File: config.mk
export PLATFORM = sky130hd
export DESIGN_NAME = tti_timer_tick_irq
export DESIGN_NICKNAME = d
export VERILOG_FILES = /design/src/tti_pkg.sv /design/src/tti_tick_divider.sv /design/src/tti_timer_tick_irq.sv
export VERILOG_INCLUDE_DIRS = /design/src
export SDC_FILE = /design/constraint.sdc
export NUM_CORES = 1
export LEC_CHECK = 0
export ABC_AREA = 1
export BUFFER_PORTS_ARGS = -buffer_cell sky130_fd_sc_hd__clkbuf_2
export CAP_MARGIN = 20
export CORE_AREA = 3 3 55 96
export CTS_CLUSTER_DIAMETER = 150
export CTS_CLUSTER_SIZE = 20
export DETAILED_ROUTE_END_ITERATION = 16
export DIE_AREA = 0 0 58 99
export PLACE_DENSITY = 0.78
export SLEW_MARGIN = 10
export SYNTH_ARGS = -nofsm -noshare
export SYNTH_HDL_FRONTEND = slang
export SYNTH_HIERARCHICAL = 1
export SYNTH_SLANG_ARGS = --single-unit
File: constraint.sdc
create_clock -name SYS_CLK -period 1.73 [get_ports SYS_CLK]
set_input_delay 0.4325 -clock SYS_CLK [delete_from_list [all_inputs] [get_ports SYS_CLK]]
set_output_delay 0.4325 -clock SYS_CLK [all_outputs]
set_load 0.005 [all_outputs]
File: src/tti_defs.svh
// Register offsets, field positions, reset values and counts of the timer and tick interrupt logic.
`ifndef TTI_DEFS_SVH
`define TTI_DEFS_SVH

// ****************************************************************
// Register byte offsets
// ****************************************************************
`define TTI_OFS_IRQ_CTRL   4'h0
`define TTI_OFS_TICK_DIV   4'h4
`define TTI_OFS_TIMER_CTRL 4'h8
`define TTI_OFS_STATUS     4'hC

// ****************************************************************
// Field positions
// ****************************************************************
`define TTI_BIT_GIE        0
`define TTI_BIT_TIMER_EN   1
`define TTI_BIT_TIMER_FLAG 2
`define TTI_BIT_TICK_EN    3
`define TTI_BIT_TICK_FLAG  4
`define TTI_BIT_TICK_SEL   0
`define TTI_PERIOD_LSB     4
`define TTI_PERIOD_MASK    8'h30
`define TTI_BIT_IN_SERVICE 0
`define TTI_BIT_STACK_FULL 1
`define TTI_BIT_SLEEP      2

// ****************************************************************
// Reset values and counts
// ****************************************************************
`define TTI_PERIOD_RESET   2'h0
`define TTI_TICK_BASE      1024
`define TTI_VEC_TIMER      12'h0008
`define TTI_VEC_TICK       12'h000C

`endif

File: src/tti_pkg.sv
// Types shared by the timer and tick interrupt logic.
package tti_pkg;

   // Signals that the processor core hands to the interrupt logic.
   typedef struct packed {
      logic stack_full;
      logic ret;
      logic return_from_irq;
      logic sleep;
   } tti_core_t;

   // Vector call that the interrupt logic issues to the core.
   typedef struct packed {
      logic        valid;
      logic [11:0] vector;
   } tti_call_t;

   // Service tracking state.
   typedef enum logic {
      TTI_RUN,
      TTI_SERVICE
   } tti_state_t;

endpackage

File: src/tti_tick_divider.sv
// Periodic tick divider with selectable source clock and period.
`timescale 1ns/10ps
`default_nettype none
`include "tti_defs.svh"
module tti_tick_divider #(
   parameter int BASE_CYCLES = `TTI_TICK_BASE
) (
   input  wire logic       clk,
   input  wire logic       rst,
   input  wire logic       sub_clk_pin,
   input  wire logic       clock_select,
   input  wire logic [1:0] period_select,
   output var  logic       tick_overflow
);
   import tti_pkg::*;

   localparam int CNT_W = $clog2(BASE_CYCLES * 8);

   // ****************************************************************
   // Elaboration check
   // ****************************************************************
   // A base below two leaves no room for the wrap compare.
   generate
      if (BASE_CYCLES < 2) begin : g_bad_base
         $error("tti_tick_divider: BASE_CYCLES must be at least 2");
      end
   endgenerate

   // Last count of a period: base times one, two, four or eight, minus one.
   function automatic logic [CNT_W-1:0] last_count(input logic [1:0] sel);
      last_count = CNT_W'((BASE_CYCLES << sel) - 1);
   endfunction

   logic             sub_meta;
   logic             sub_sync;
   logic             sub_prev;
   logic [CNT_W-1:0] count;

   // Sub clock pin passes three flip-flops; the edge detect looks at the second and third.
   always_ff @(posedge clk) begin
      sub_meta <= sub_clk_pin;
      sub_sync <= sub_meta;
      sub_prev <= sub_sync;
   end

   // One source step per system clock, or per rising sub clock edge.
   wire              sub_edge  = sub_sync & ~sub_prev;
   wire              src_step  = clock_select ? sub_edge : 1'b1;
   // Greater-or-equal so that shortening the period never strands the count.
   wire              at_last   = (count >= last_count(period_select));
   wire [CNT_W-1:0]  next_count = at_last ? '0 : count + 1'b1;

   // Counter and overflow pulse.
   always_ff @(posedge clk) begin
      if (rst) begin
         count         <= '0;
         tick_overflow <= 1'b0;
      end else begin
         if (src_step) begin
            count <= next_count;
         end
         tick_overflow <= src_step & at_last;
      end
   end
endmodule
`default_nettype wire

File: src/tti_timer_tick_irq.sv
// Interrupt request logic for the timer overflow and periodic tick sources.
`timescale 1ns/10ps
`default_nettype none
`include "tti_defs.svh"
module tti_timer_tick_irq #(
   parameter int          TICK_BASE_CYCLES = `TTI_TICK_BASE,
   parameter logic [11:0] TIMER_VECTOR     = `TTI_VEC_TIMER,
   parameter logic [11:0] TICK_VECTOR      = `TTI_VEC_TICK
) (
   input  wire logic               SYS_CLK,
   input  wire logic               SYS_RST,
   input  wire logic [3:0]         AVS_ADDRESS,
   input  wire logic               AVS_READ,
   input  wire logic               AVS_WRITE,
   input  wire logic [31:0]        AVS_WRITEDATA,
   input  wire logic [3:0]         AVS_BYTEENABLE,
   output var  logic [31:0]        AVS_READDATA,
   output var  logic               AVS_WAITREQUEST,
   input  wire logic               TIMER_OVERFLOW,
   input  wire logic               SUB_CLK_PIN,
   input  wire tti_pkg::tti_core_t CORE,
   output var  tti_pkg::tti_call_t CALL,
   output var  logic               WAKE
);
   import tti_pkg::*;

   // ****************************************************************
   // Elaboration check
   // ****************************************************************
   generate
      if (TIMER_VECTOR == TICK_VECTOR) begin : g_bad_vec
         $error("tti_timer_tick_irq: the two vectors must differ");
      end
   endgenerate

   // ****************************************************************
   // State
   // ****************************************************************
   logic       global_irq_enable;
   logic       timer_irq_enable;
   logic       timer_irq_flag;
   logic       tick_irq_enable;
   logic       tick_irq_flag;
   logic       tick_clock_select;
   logic [1:0] tick_period_select;
   tti_state_t state;
   logic       tick_overflow;

   // ****************************************************************
   // Bus decode
   // ****************************************************************
   // A request is answered one cycle after it is first seen; the access itself
   // happens on the edge where waitrequest is low.
   wire       bus_req     = AVS_READ | AVS_WRITE;
   wire       bus_load    = AVS_READ & AVS_WAITREQUEST;
   wire       sw_wr       = AVS_WRITE & ~AVS_WAITREQUEST & AVS_BYTEENABLE[0];
   wire       wr_ctrl     = sw_wr & (AVS_ADDRESS == `TTI_OFS_IRQ_CTRL);
   wire       wr_div      = sw_wr & (AVS_ADDRESS == `TTI_OFS_TICK_DIV);
   wire       wr_tmr      = sw_wr & (AVS_ADDRESS == `TTI_OFS_TIMER_CTRL);
   wire [7:0] wd          = AVS_WRITEDATA[7:0];

   // Read values; unmapped offsets and unused bits read as zero.
   wire [7:0] rd_ctrl     = {3'h0, tick_irq_flag, tick_irq_enable, timer_irq_flag,
                             timer_irq_enable, global_irq_enable};
   wire [7:0] rd_div      = {2'h0, tick_period_select, 4'h0};
   wire [7:0] rd_tmr      = {7'h00, tick_clock_select};
   wire [7:0] rd_stat     = {5'h00, CORE.sleep, CORE.stack_full, state == TTI_SERVICE};
   wire [7:0] rd_value    = (AVS_ADDRESS == `TTI_OFS_IRQ_CTRL)   ? rd_ctrl :
                            (AVS_ADDRESS == `TTI_OFS_TICK_DIV)   ? rd_div  :
                            (AVS_ADDRESS == `TTI_OFS_TIMER_CTRL) ? rd_tmr  :
                            (AVS_ADDRESS == `TTI_OFS_STATUS)     ? rd_stat : 8'h00;

   // Bus answer registers. Read data is captured on the first edge of a read,
   // so a master sees the register as it stood one cycle before the accept edge.
   always_ff @(posedge SYS_CLK) begin
      if (SYS_RST) begin
         AVS_WAITREQUEST <= 1'b1;
         AVS_READDATA    <= 32'h0000_0000;
      end else begin
         AVS_WAITREQUEST <= ~(bus_req & AVS_WAITREQUEST);
         if (bus_load) begin
            AVS_READDATA <= {24'h00_0000, rd_value};
         end
      end
   end

   // ****************************************************************
   // Vector selection
   // ****************************************************************
   // The stack-full input blocks every acknowledge, enabled or not; the core
   // lowers it only after popping, so a held request is served afterwards.
   wire stack_free  = ~CORE.stack_full;
   wire timer_ready = global_irq_enable & timer_irq_enable & timer_irq_flag;
   wire tick_ready  = global_irq_enable & tick_irq_enable & tick_irq_flag;
   // Timer first; clearing the global enable on the call stops the tick from
   // following in the next cycle unless software re-enables nesting.
   wire take_timer  = timer_ready & stack_free;
   wire take_tick   = tick_ready & stack_free & ~timer_ready;
   wire take_any    = take_timer | take_tick;

   // ****************************************************************
   // Next flag values
   // ****************************************************************
   // Hardware set beats both the software clear and the service clear. A
   // software write of one also sets the flag, which is how a source is kept
   // from waking the part.
   wire next_timer_flag = TIMER_OVERFLOW |
                          (wr_ctrl ? wd[`TTI_BIT_TIMER_FLAG]
                                   : (timer_irq_flag & ~take_timer));
   wire next_tick_flag  = tick_overflow |
                          (wr_ctrl ? wd[`TTI_BIT_TICK_FLAG]
                                   : (tick_irq_flag & ~take_tick));
   // Entry clears the global enable; a return from interrupt sets it; a plain
   // return leaves it alone.
   wire next_gie        = take_any ? 1'b0 :
                          CORE.return_from_irq ? 1'b1 :
                          wr_ctrl ? wd[`TTI_BIT_GIE] : global_irq_enable;
   wire flag_rise       = (next_timer_flag & ~timer_irq_flag) | (next_tick_flag & ~tick_irq_flag);

   // ****************************************************************
   // Interrupt control register
   // ****************************************************************
   always_ff @(posedge SYS_CLK) begin
      if (SYS_RST) begin
         global_irq_enable <= 1'b0;
         timer_irq_enable  <= 1'b0;
         timer_irq_flag    <= 1'b0;
         tick_irq_enable   <= 1'b0;
         tick_irq_flag     <= 1'b0;
      end else begin
         global_irq_enable <= next_gie;
         timer_irq_flag    <= next_timer_flag;
         tick_irq_flag     <= next_tick_flag;
         if (wr_ctrl) begin
            timer_irq_enable <= wd[`TTI_BIT_TIMER_EN];
            tick_irq_enable  <= wd[`TTI_BIT_TICK_EN];
         end
      end
   end

   // ****************************************************************
   // Tick configuration registers
   // ****************************************************************
   always_ff @(posedge SYS_CLK) begin
      if (SYS_RST) begin
         tick_period_select <= `TTI_PERIOD_RESET;
         tick_clock_select  <= 1'b0;
      end else begin
         if (wr_div) begin
            tick_period_select <= wd[`TTI_PERIOD_LSB +: 2];
         end
         if (wr_tmr) begin
            tick_clock_select <= wd[`TTI_BIT_TICK_SEL];
         end
      end
   end

   // ****************************************************************
   // Vector call, service state and wake-up
   // ****************************************************************
   // Only the vector is handed over; the core pushes the program counter and
   // the handler must save anything else it touches.
   // The flag logic runs on this clock, so in a stopped-oscillator mode the
   // clock feeding this block must be kept alive for wake-up to work.
   // A return in the cycle of a new call keeps the service state, as a new handler opens.
   always_ff @(posedge SYS_CLK) begin
      if (SYS_RST) begin
         CALL  <= '0;
         WAKE  <= 1'b0;
         state <= TTI_RUN;
      end else begin
         CALL.valid  <= take_any;
         CALL.vector <= take_timer ? TIMER_VECTOR : (take_tick ? TICK_VECTOR : 12'h000);
         WAKE        <= CORE.sleep & flag_rise;
         case (state)
            TTI_RUN: begin
               if (take_any) begin
                  state <= TTI_SERVICE;
               end
            end
            TTI_SERVICE: begin
               if ((CORE.ret | CORE.return_from_irq) & ~take_any) begin
                  state <= TTI_RUN;
               end
            end
            default: begin
               state <= TTI_RUN;
            end
         endcase
      end
   end

   // ****************************************************************
   // Tick divider
   // ****************************************************************
   // The divider runs all the time; the tick enable, with the global enable and a free stack, decides whether it raises a vector call.
   tti_tick_divider #(
      .BASE_CYCLES   (TICK_BASE_CYCLES)
   ) u_tick_divider (
      .clk           (SYS_CLK),
      .rst           (SYS_RST),
      .sub_clk_pin   (SUB_CLK_PIN),
      .clock_select  (tick_clock_select),
      .period_select (tick_period_select),
      .tick_overflow (tick_overflow)
   );
endmodule
`default_nettype wire

==> results of run 1 <==
[layer usage]
| metal | routed length [um] | up-vias | global-route usage |
|---|---|---|---|
| li1 | - | 899 | - |
| met1 | 1410 | 795 | 0.144 |
| met2 | 2230 | 64 | 0.288 |
| met3 | 273 | 15 | 0.0315 |
| met4 | 151 | 0 | 0.0982 |
| met5 | 0 | - | 0 |
[cells in the final DEF, fill, tap and decap left out, types with 2 or more instances in the layout]
master,synthesis,routed
a21oi_1,10,10
clkbuf_1,0,2
clkbuf_2,0,31
clkbuf_8,0,6
conb_1,1,36
dfxtp_1,36,36
ha_1,4,4
inv_1,40,40
nand2_1,48,48
nand2_2,5,5
nand2_4,3,3
nand3_1,10,10
nand3_2,2,2
nand4_1,5,5
nor2_1,44,44
nor2_2,11,11
nor2_4,3,3
nor3_1,2,2
o211ai_1,4,4
o21ai_0,13,13
xnor2_1,3,3
xor2_1,3,3
[worst max-delay path, stage by stage (launching register included)]
cell and delay (ns):
dfxtp_1 0.39, nand2_1 0.07, ha_1 0.31, nand2_1 0.08, nor2_1 0.13, nand3_1 0.09
nand2_1 0.06, nand2_1 0.07, nand3_2 0.09, buf_12 0.15, nor2_1 0.04
[area by class of cell]
type	instances	area, um2	area share
inverters	40	150	0.0657
clock buffers	8	90.1	0.0394
well taps	52	65.1	0.0285
repair buffers	33	183	0.0800
multi-input cells	212	1080	0.471
flip-flops and latches	36	721	0.315
[through the flow]
step                power, uW  utilization  area (um2)
finish                   1660        0.494        2280
global route             1740        0.494        2280
floorplan                1050            -        2260
CTS                      1690        0.494        2280
global placement         1050        0.475        2190
detailed placement       1060        0.475        2190
[power by group through the flow]
stage	logic, uW	registers [uW]	clock network [uW]
final	166	873	624
after global routing	190	875	672
after detailed placement	166	892	0
after CTS	166	873	647
after floorplan	165	889	0
after global placement	162	891	0
[path summary, 6_finish.rpt]
| kind | start | endpoint | cells after the start | slack [ns] |
|---|---|---|---|---|
| min | SUB_CLK_PIN | u_tick_divider/sub_meta | 1 | 0.24 |
| min reg2reg | u_tick_divider/sub_meta | u_tick_divider/sub_sync | 0 | 0.33 |
| max reg2reg | tick_period_select[1] | u_tick_divider/count[2] | 10 | 0.15 |
| max | tick_period_select[1] | u_tick_divider/count[2] | 10 | 0.15 |
[registers in the layout, indices dropped and copies added, names as in the netlist, 2 cells and up]
name,flops
u_tick_divider/count,13
tick_period_select,2
AVS_READDATA,6
CALL,2
[logic make-up (layout without fill, tap and decap cells)]
kind of cell	count (synthesis)	in the layout	share of synthesized area
AO/OA/AOI/OAI	28	28	0.0723
AND/OR/NAND/NOR	138	138	0.322
XOR/XNOR	6	6	0.0247
buffers and inverters	81	81	0.218
other	1	36	0.00176
flip-flops	36	36	0.339
adder cells (fa/ha/maj)	4	4	0.0235
==> results.py, run 1 <==
metrics = {
    "power": {
        "p_clk_frac": 0.375,
        "netSwitchingFraction": 0.254,
        "combPwrFrac": 0.100,
        "seqPwrFrac": 0.525,
        "power.density_cell_area_mw_per_mm2": 728,
        "static-leakage-power_uw": 0.00113,
        "p_switching_uw": 423,
        "intPower_uw": 1240,
        "vdd_drop_max_v": 0.000585,
    },
    "job": {
        "drv.max_cap_violation_count": 0,
    },
    "sta": {
        "post_route_skew_ns": 0.00639,
        "final_max_slew_viol_count": 0,
        "worst_slack_ns": 0.149,
        "holdWs_ns": 0.243,
        "rsz_0062_raised_after_global_routing": "no",
        "final_min_period_over_clock_period": 0.914,
        "fin_setup_tns_ns": 0,
        "finalHoldViolCount": 0,
        "maxClockFrequency_ghz": 0.632,
        "finalSetupViolCount": 0,
        "post_layout_min_period_ns": 1.58,
    },
    "floorplan": {
        "die_w_um": 58,
        "core_area_mm2": 0.00462,
        "die_y_um": 99,
        "num_rows": 33,
        "initial_utilization": 0.460,
        "ios": 97,
        "fp.dieArea_mm2": 0.00574,
    },
    "synthesis": {
        "postSynth.asyncResetShare": 0,
        "yosys.cell_count.top_type": "nand2_1",
        "synth_cells": 294,
        "synth.lib_cells_used.distinct": 28,
        "synth_area_leaders": "dfxtp_1 (34%), buf_4 (13%), nand2_1 (8.5%), nor2_1 (7.8%), inv_1 (7.1%)",
        "yosysTopAreaCellShare": 0.339,
        "seq_area_frac_synth": 0.339,
        "synth_flop_cell": "dfxtp_1",
        "synth_area_mm2": 0.00213,
        "yosys.area.top_type": "dfxtp_1",
        "ys_warn_count": 6,
        "synth_enable_flop_cells": 0,
        "yosys_register_bits": 36,
        "netlist_top_cells_count": "nand2_1 (48), nor2_1 (44), inv_1 (40), buf_4 (37), dfxtp_1 (36)",
        "synth_area_per_cell_um2": 7.24,
    },
    "clock_tree": {
        "post_cts.repair.setup_buffers": 0,
        "htreeDepth": 2,
        "clock_tree.buffer_depth": 2,
        "worstSkewPairLatency_ns": 0.29,
        "clkSlewWorstSetupHoldPaths_ns": 0.07,
        "holdBufCountCts": 0,
        "cts_num_sinks": 36,
        "cts_made_buffers": 5,
        "cts_tree": "built",
        "cts_resized": 0,
        "ctsRootBufferMaster": "clkbuf_8",
    },
    "grt": {
        "grt_pass1_vias": 1683,
        "global_route_wire_length_before_repair_mm": 6.84,
        "antenna_found_initial": 0,
        "globalRoute.totalOverflow": 0,
        "grt.total_usage": 0.154,
        "grt_start_max_net_pins": 14,
    },
    "place": {
        "number_of_instances_in_the_placed_design": 373,
        "port-buffer-count": 31,
        "routabilityCongestion": 0.865,
        "dp_hpwl_mm": 3.24,
        "placement.setup.worst_slack_ns": 0.172,
    },
    "run_status": {
        "status": "finished clean",
    },
    "setup_path": {
        "cp-end-kind": "flip-flop",
        "data_required_time_at_the_worst_endpoint_ns": 1.92,
        "worst_ep_arrival_time_ns": 1.77,
        "crit_path_start_kind": "flip-flop",
        "start_to_end_type_of_the_worst_setup_path": "flip-flop to flip-flop",
        "critPathMaxFanout": 13,
    },
    "min_path": {
        "worstHoldPathType": "input pin to flip-flop",
    },
    "route": {
        "route.vias.total": 1773,
        "wirelength_mm": 4.06,
        "wl_per_cell_um": 10.7,
        "detailedRoute.firstPassIterationCount": 4,
        "detailedRoute.firstIterationViolations": 27,
        "drtAntennaViolNets": 0,
        "detail_route.drc_violations": 0,
        "avgViaCountPerCell": 4.65,
    },
    "final_layout": {
        "final.fill_count": 475,
        "finish.net_count": 382,
        "antenna_cells": 0,
        "final_layout_size_suffix_gt1_frac": 0.204,
        "syn_to_final_growth_pct": 7.35,
        "final_cell_count_no_fill": 381,
    },
}
(Power assumes the default switching activity.)
==> run 2: changes to the inputs <==
--- a/config.mk
+++ b/config.mk
@@ -7,14 +7,14 @@
 export NUM_CORES = 1
 export LEC_CHECK = 0
 export ABC_AREA = 1
-export BUFFER_PORTS_ARGS = -buffer_cell sky130_fd_sc_hd__clkbuf_2
 export CAP_MARGIN = 20
-export CORE_AREA = 3 3 55 96
+export CORE_AREA = 3 3 52 89
 export CTS_CLUSTER_DIAMETER = 150
 export CTS_CLUSTER_SIZE = 20
 export DETAILED_ROUTE_END_ITERATION = 16
-export DIE_AREA = 0 0 58 99
-export PLACE_DENSITY = 0.78
+export DIE_AREA = 0 0 55 92
+export DONT_BUFFER_PORTS = 1
+export PLACE_DENSITY = 0.67
 export SLEW_MARGIN = 10
 export SYNTH_ARGS = -nofsm -noshare
 export SYNTH_HDL_FRONTEND = slang
==> results.py, run 2 (synthesis results as in run 1) <==
metrics = {
    "run_status": {
        "status": "finished clean",
    },
    "clock_tree": {
        "clock_tree.buffer_depth": 2,
        "htreeDepth": 2,
        "worstSkewPairLatency_ns": 0.28,
        "ctsRootBufferMaster": "clkbuf_8",
        "cts_num_sinks": 36,
        "cts_made_buffers": 5,
        "post_cts.repair.setup_buffers": 0,
        "holdBufCountCts": 0,
        "cts_tree": "built",
        "clkSlewWorstSetupHoldPaths_ns": 0.07,
        "cts_resized": 0,
    },
    "sta": {
        "maxClockFrequency_ghz": 0.640,
        "finalSetupViolCount": 0,
        "post_layout_min_period_ns": 1.56,
        "final_min_period_over_clock_period": 0.903,
        "rsz_0062_raised_after_global_routing": "no",
        "post_route_skew_ns": 0.00346,
        "fin_setup_tns_ns": 0,
        "finalHoldViolCount": 0,
        "final_max_slew_viol_count": 0,
    },
    "setup_path": {
        "reg2reg_start": "tick_period_select[1]",
        "data_required_time_at_the_worst_endpoint_ns": 1.91,
        "critPathMaxFanout": 13,
        "start_to_end_type_of_the_worst_setup_path": "flip-flop to flip-flop",
        "reg2regPathDepth": 10,
        "regToRegEndpoint": "u_tick_divider/count[12]",
        "cp-end-kind": "flip-flop",
        "crit_path_start_kind": "flip-flop",
        "worst_ep_arrival_time_ns": 1.74,
        "reg2reg_setup_slack_ns": 0.17,
    },
    "grt": {
        "grt_pass1_vias": 1466,
        "grt.total_usage": 0.166,
        "global_route_wire_length_before_repair_mm": 6.22,
        "antenna_found_initial": 0,
        "grt_start_max_net_pins": 14,
        "globalRoute.totalOverflow": 0,
    },
    "final_layout": {
        "finish.utilization": 0.531,
        "number_of_flip_flops_under_the_largest_register_name": 13,
        "multiInputGateArea_mm2": 0.00108,
        "final.fill_count": 431,
        "final_layout_size_suffix_gt1_frac": 0.121,
        "layout_commonest_cell": "nand2_1",
        "antenna_cells": 0,
        "biggestRegsByFlops": "u_tick_divider/count (13), AVS_READDATA (6)",
        "finish.net_count": 351,
        "syn_to_final_growth_pct": -0.764,
        "seq_cell_area_um2": 721,
        "regMostFlops": "u_tick_divider/count",
        "most-common-layout-cells": "nand2_1 (48), nor2_1 (44), inv_1 (40)",
    },
    "floorplan": {
        "die_w_um": 55,
        "initial_utilization": 0.535,
        "ios": 97,
        "fp.dieArea_mm2": 0.00506,
        "core_area_mm2": 0.00398,
        "num_rows": 30,
        "die_y_um": 92,
    },
    "power": {
        "power.density_cell_area_mw_per_mm2": 735,
        "totalPowerFinal_uw": 1550,
        "vdd_drop_max_v": 0.000486,
        "static-leakage-power_uw": 0.000997,
    },
    "route": {
        "detailedRoute.firstPassIterationCount": 4,
        "drtAntennaViolNets": 0,
        "wl_per_cell_um": 11.7,
        "avgViaCountPerCell": 4.66,
        "route.vias.total": 1608,
        "detail_route.drc_violations": 0,
        "detailedRoute.firstIterationViolations": 19,
        "wirelength_mm": 4.04,
    },
    "min_path": {
        "hold_path.startpoint": "SUB_CLK_PIN",
        "worstHoldPathType": "input pin to flip-flop",
        "hold-path-cell-count": 0,
        "worst_hold_endpoint": "u_tick_divider/sub_meta",
    },
    "place": {
        "port-buffer-count": 0,
        "routabilityCongestion": 0.860,
        "dp_hpwl_mm": 3.20,
    },
    "job": {
        "drv.max_cap_violation_count": 0,
    },
}
[run 2: cell count changes in the layout (fill, tap and decap cells not counted)]
cell / delta
clkinv_2: +1
clkbuf_1: -1
clkbuf_8: -1
clkbuf_2: -31
[run 2: area by class of cell]
cell class / instances / area share
flip-flops and latches: 36 / 0.341
clock inverters: 1 / 0.00237
repair buffers: 2 / 0.0130
clock buffers: 6 / 0.0344
well taps: 48 / 0.0284
inverters: 40 / 0.0711
multi-input cells: 212 / 0.509
[run 2: metal layers]
layer | vias to the layer above | GRT usage | wire length (um)
li1 | 842 | - | -
met2 | 43 | 0.308 | 2240
met5 | - | 0 | 0
met4 | 0 | 0.0669 | 87
met3 | 9 | 0.0390 | 229
met1 | 714 | 0.161 | 1480
[run 2: worst max path at each step]
stage | slack, ns | depth (start not counted) | start | to
2_1_floorplan | 0.28 | 10 | tick_period_select[1] | u_tick_divider/count[5]
3_3_place_gp | 0.17 | 10 | tick_period_select[1] | u_tick_divider/count[2]
3_5_place_dp | 0.16 | 10 | tick_period_select[1] | u_tick_divider/count[3]
4_1_cts | 0.15 | 10 | tick_period_select[1] | u_tick_divider/count[3]
5_1_grt | 0.06 | 9 | tick_period_select[1] | u_tick_divider/count[2]
6_report | 0.17 | 10 | tick_period_select[1] | u_tick_divider/count[12]
[run 2: per-stage QoR]
stage	setup WS (ns)	hold slack [ns]	cells	area [um2]
CTS	0.153	0.165	345	2110
floorplan	0.276	0.310	329	2260
finish	0.168	0.174	345	2110
global placement	0.171	0.312	338	2030
global route	0.0554	0.160	345	2110
detailed placement	0.165	0.314	338	2030
[run 2: power breakdown]
part           total (uW)  switching, uW  leakage [uW]  internal [uW]
logic                 120           82.3      0.000662           38.2
clock network         557            283     0.0000410            274
registers             875           20.1      0.000294            855
total                1550            385      0.000997           1170
[run 2: critical path, stage by stage (launching register included)]
cell     delay (ns)
dfxtp_1        0.39
nand2_1        0.07
ha_1           0.31
nand2_1        0.08
nor2_1         0.11
nand3_1        0.08
nand2_1        0.06
nand2_1        0.07
nand3_2        0.09
buf_12         0.15
nor2_1         0.04
==> run 3: changes to the inputs <==
--- a/config.mk
+++ b/config.mk
@@ -6,15 +6,14 @@
 export SDC_FILE = /design/constraint.sdc
 export NUM_CORES = 1
 export LEC_CHECK = 0
-export ABC_AREA = 1
 export CAP_MARGIN = 20
-export CORE_AREA = 3 3 52 89
+export CORE_AREA = 3 3 50 86
 export CTS_CLUSTER_DIAMETER = 150
 export CTS_CLUSTER_SIZE = 20
 export DETAILED_ROUTE_END_ITERATION = 16
-export DIE_AREA = 0 0 55 92
+export DIE_AREA = 0 0 53 89
 export DONT_BUFFER_PORTS = 1
-export PLACE_DENSITY = 0.67
+export PLACE_DENSITY = 0.68
 export SLEW_MARGIN = 10
 export SYNTH_ARGS = -nofsm -noshare
 export SYNTH_HDL_FRONTEND = slang
==> results.py, run 3 <==
metrics = {
    "sta": {
        "final_max_slew_viol_count": 0,
        "slew-limit-headroom": 0.624,
        "post_route_skew_ns": 0.00463,
        "post_layout_min_period_ns": 1.66,
        "finalSetupViolCount": 0,
        "worst_slack_ns": 0.0741,
        "tightest_slew_ns": 0.550,
        "maxClockFrequency_ghz": 0.604,
        "rsz_0062_raised_after_global_routing": "yes",
        "finalHoldViolCount": 0,
        "final_min_period_over_clock_period": 0.957,
    },
    "synthesis": {
        "synth_flop_cell": "dfxtp_1",
        "yosys.cell_count.top_type": "buf_4",
        "synth.lib_cells_used.distinct": 54,
        "seq_area_frac_synth": 0.365,
        "synth_area_leaders": "dfxtp_1 (36%), buf_4 (14%), xnor2_1 (3.5%), a211oi_1 (3.0%), a21oi_1 (2.5%)",
        "netlist_top_cells_count": "buf_4 (37), dfxtp_1 (36), nand2_1 (13)",
        "synth_cells": 224,
        "synth_area_per_cell_um2": 8.82,
        "synth_enable_flop_cells": 0,
        "yosysTopAreaCellShare": 0.365,
        "synth_area_mm2": 0.00198,
        "ys_warn_count": 6,
        "yosys.area.top_type": "dfxtp_1",
        "yosys_register_bits": 36,
        "postSynth.asyncResetShare": 0,
    },
    "setup_path": {
        "crit_path_start_kind": "flip-flop",
        "count_of_buffering_cells_on_the_critical_path_with_inverters_included": 0,
        "cp-end-kind": "flip-flop",
        "timing.critical_path.slowest_cell_delay_ns": 0.51,
        "slowest_stage_cell_crit_path": "or4_4",
        "worst_ep_arrival_time_ns": 1.87,
        "critPathMaxFanout": 6,
        "critPathTopFamily": "simple AND/OR/NAND/NOR gates",
        "worstPathCellList": "nand3_1 -> or2_4 -> or4_4 -> a211oi_2",
        "data_required_time_at_the_worst_endpoint_ns": 1.94,
        "start_to_end_type_of_the_worst_setup_path": "flip-flop to flip-flop",
    },
    "route": {
        "route.vias.total": 1571,
        "wirelength_mm": 4.35,
        "detailedRoute.firstIterationViolations": 36,
        "wl_per_cell_um": 15.4,
        "drtAntennaViolNets": 0,
        "avgViaCountPerCell": 5.57,
        "detail_route.drc_violations": 0,
        "detailedRoute.firstPassIterationCount": 4,
    },
    "clock_tree": {
        "post_cts.repair.setup_buffers": 0,
        "worstSkewPairLatency_ns": 0.29,
        "clock_tree.buffer_depth": 2,
        "cts_tree": "built",
        "clkSlewWorstSetupHoldPaths_ns": 0.07,
        "cts_num_sinks": 36,
        "ctsRootBufferMaster": "clkbuf_8",
        "cts_made_buffers": 5,
        "htreeDepth": 2,
    },
    "final_layout": {
        "antenna_cells": 0,
        "number_of_flip_flops_under_the_largest_register_name": 13,
        "final_layout_size_suffix_gt1_frac": 0.169,
        "layout_commonest_cell": "conb_1",
        "finish.net_count": 290,
        "regMostFlops": "u_tick_divider/count",
        "biggestRegsByFlops": "u_tick_divider/count (13), AVS_READDATA (6)",
        "syn_to_final_growth_pct": 5.70,
        "final_cell_area_mm2": 0.00209,
        "final.fill_count": 347,
        "most-common-layout-cells": "conb_1 (36), dfxtp_1 (34), buf_4 (16)",
    },
    "grt": {
        "antenna_found_initial": 0,
        "globalRoute.totalOverflow": 0,
        "grt_pass1_vias": 1540,
        "grt.total_usage": 0.198,
        "grt_start_max_net_pins": 15,
        "global_route_wire_length_before_repair_mm": 6.80,
    },
    "place": {
        "port-buffer-count": 0,
        "placement.setup.worst_slack_ns": -0.126,
        "routabilityCongestion": 0.760,
        "dp_hpwl_mm": 3.20,
        "placed_area_mm2": 0.00196,
    },
    "floorplan": {
        "num_rows": 29,
        "initial_utilization": 0.539,
        "core_area_mm2": 0.00366,
        "ios": 97,
        "die_w_um": 53,
        "fp.dieArea_mm2": 0.00472,
        "die_y_um": 89,
    },
    "run_status": {
        "status": "finished clean",
    },
    "job": {
        "drv.max_cap_violation_count": 0,
    },
    "power": {
        "vdd_drop_max_v": 0.000844,
        "static-leakage-power_uw": 0.000788,
        "power.density_cell_area_mw_per_mm2": 775,
    },
    "min_path": {
        "worstHoldPathType": "input pin to flip-flop",
    },
}
-- run 3: cell types whose count changed after synthesis, moves of 7 or more --
cell	delta
clkbuf_1	+7
nand2_1	-35
a211oi_1	+8
inv_1	-31
nor2_1	-35
nor3_1	+8
nor2_2	-11
-- run 3: what timing repair did --
item / in CTS / in global routing
pin swaps: 0 / 1
endpoints found under the setup margin: 14 / 14
resized for setup: 1 / 5
hold buffers: 0 / 0
cloned: 0 / 1
-- run 3: power by group --
group	switching, uW	leakage, uW	internal (uW)	total [uW]
combinational	69.3	0.000443	40.8	110
sequential	16.5	0.000294	852	869
clock	285	0.0000503	354	639
total	371	0.000788	1250	1620
-- run 3: worst reg2reg max path, stage by stage, from the launching register on --
cell      delay, ns
dfxtp_1        0.40
nand3_1        0.17
or2_4          0.30
or4_4          0.51
a211oi_2       0.21
-- run 3: path summary, 6_finish.rpt --
kind	startpoint	to	slack (ns)	depth (start not counted)
worst max-delay path	u_tick_divider/count[8]	u_tick_divider/count[12]	0.07	4
worst min-delay path	SUB_CLK_PIN	u_tick_divider/sub_meta	0.17	0
worst max register to register	u_tick_divider/count[8]	u_tick_divider/count[12]	0.07	4
worst min register to register	u_tick_divider/sub_meta	u_tick_divider/sub_sync	0.33	0
-- run 3: logic make-up (layout without fill, tap and decap cells) --
| group | Yosys count | in the layout | share of synthesized area |
|---|---|---|---|
| multiplexers | 2 | 2 | 0.0101 |
| other | 1 | 36 | 0.00190 |
| AO/OA/AOI/OAI | 50 | 51 | 0.182 |
| XOR/XNOR | 8 | 8 | 0.0355 |
| flip-flops | 36 | 36 | 0.365 |
| AND/OR/NAND/NOR | 67 | 67 | 0.198 |
| adder cells (fa/ha/maj) | 4 | 4 | 0.0253 |
| buffers and inverters | 56 | 32 | 0.182 |
-- run 3: metrics by stage --
step           instances  hold slack, ns   util  TNS (ns)  total power, uW
2_1_floorplan        259           0.310      -         0             1030
3_5_place_dp         274           0.312  0.535     -1.60              994
5_1_grt              282           0.150  0.570   -0.0431             1700
3_3_place_gp         274           0.312  0.535     -1.43              993
4_1_cts              281           0.158  0.561         0             1640
6_report             282           0.170  0.570         0             1620
-- run 3: final cells by class --
class,count,area (um2),share of cell area
inverters,9,33.8,0.0162
clock buffers,7,96.3,0.0461
multi-input cells,168,1060,0.506
repair buffers,16,120,0.0575
well taps,46,57.6,0.0276
flip-flops and latches,36,723,0.346
-- run 3: metal layers --
metal | share of wire | track usage | routed length [um]
met5 | 0 | 0 | 0
met1 | 0.34 | 0.190 | 1460
met2 | 0.57 | 0.356 | 2480
met4 | 0.042 | 0.128 | 181
met3 | 0.052 | 0.0534 | 225
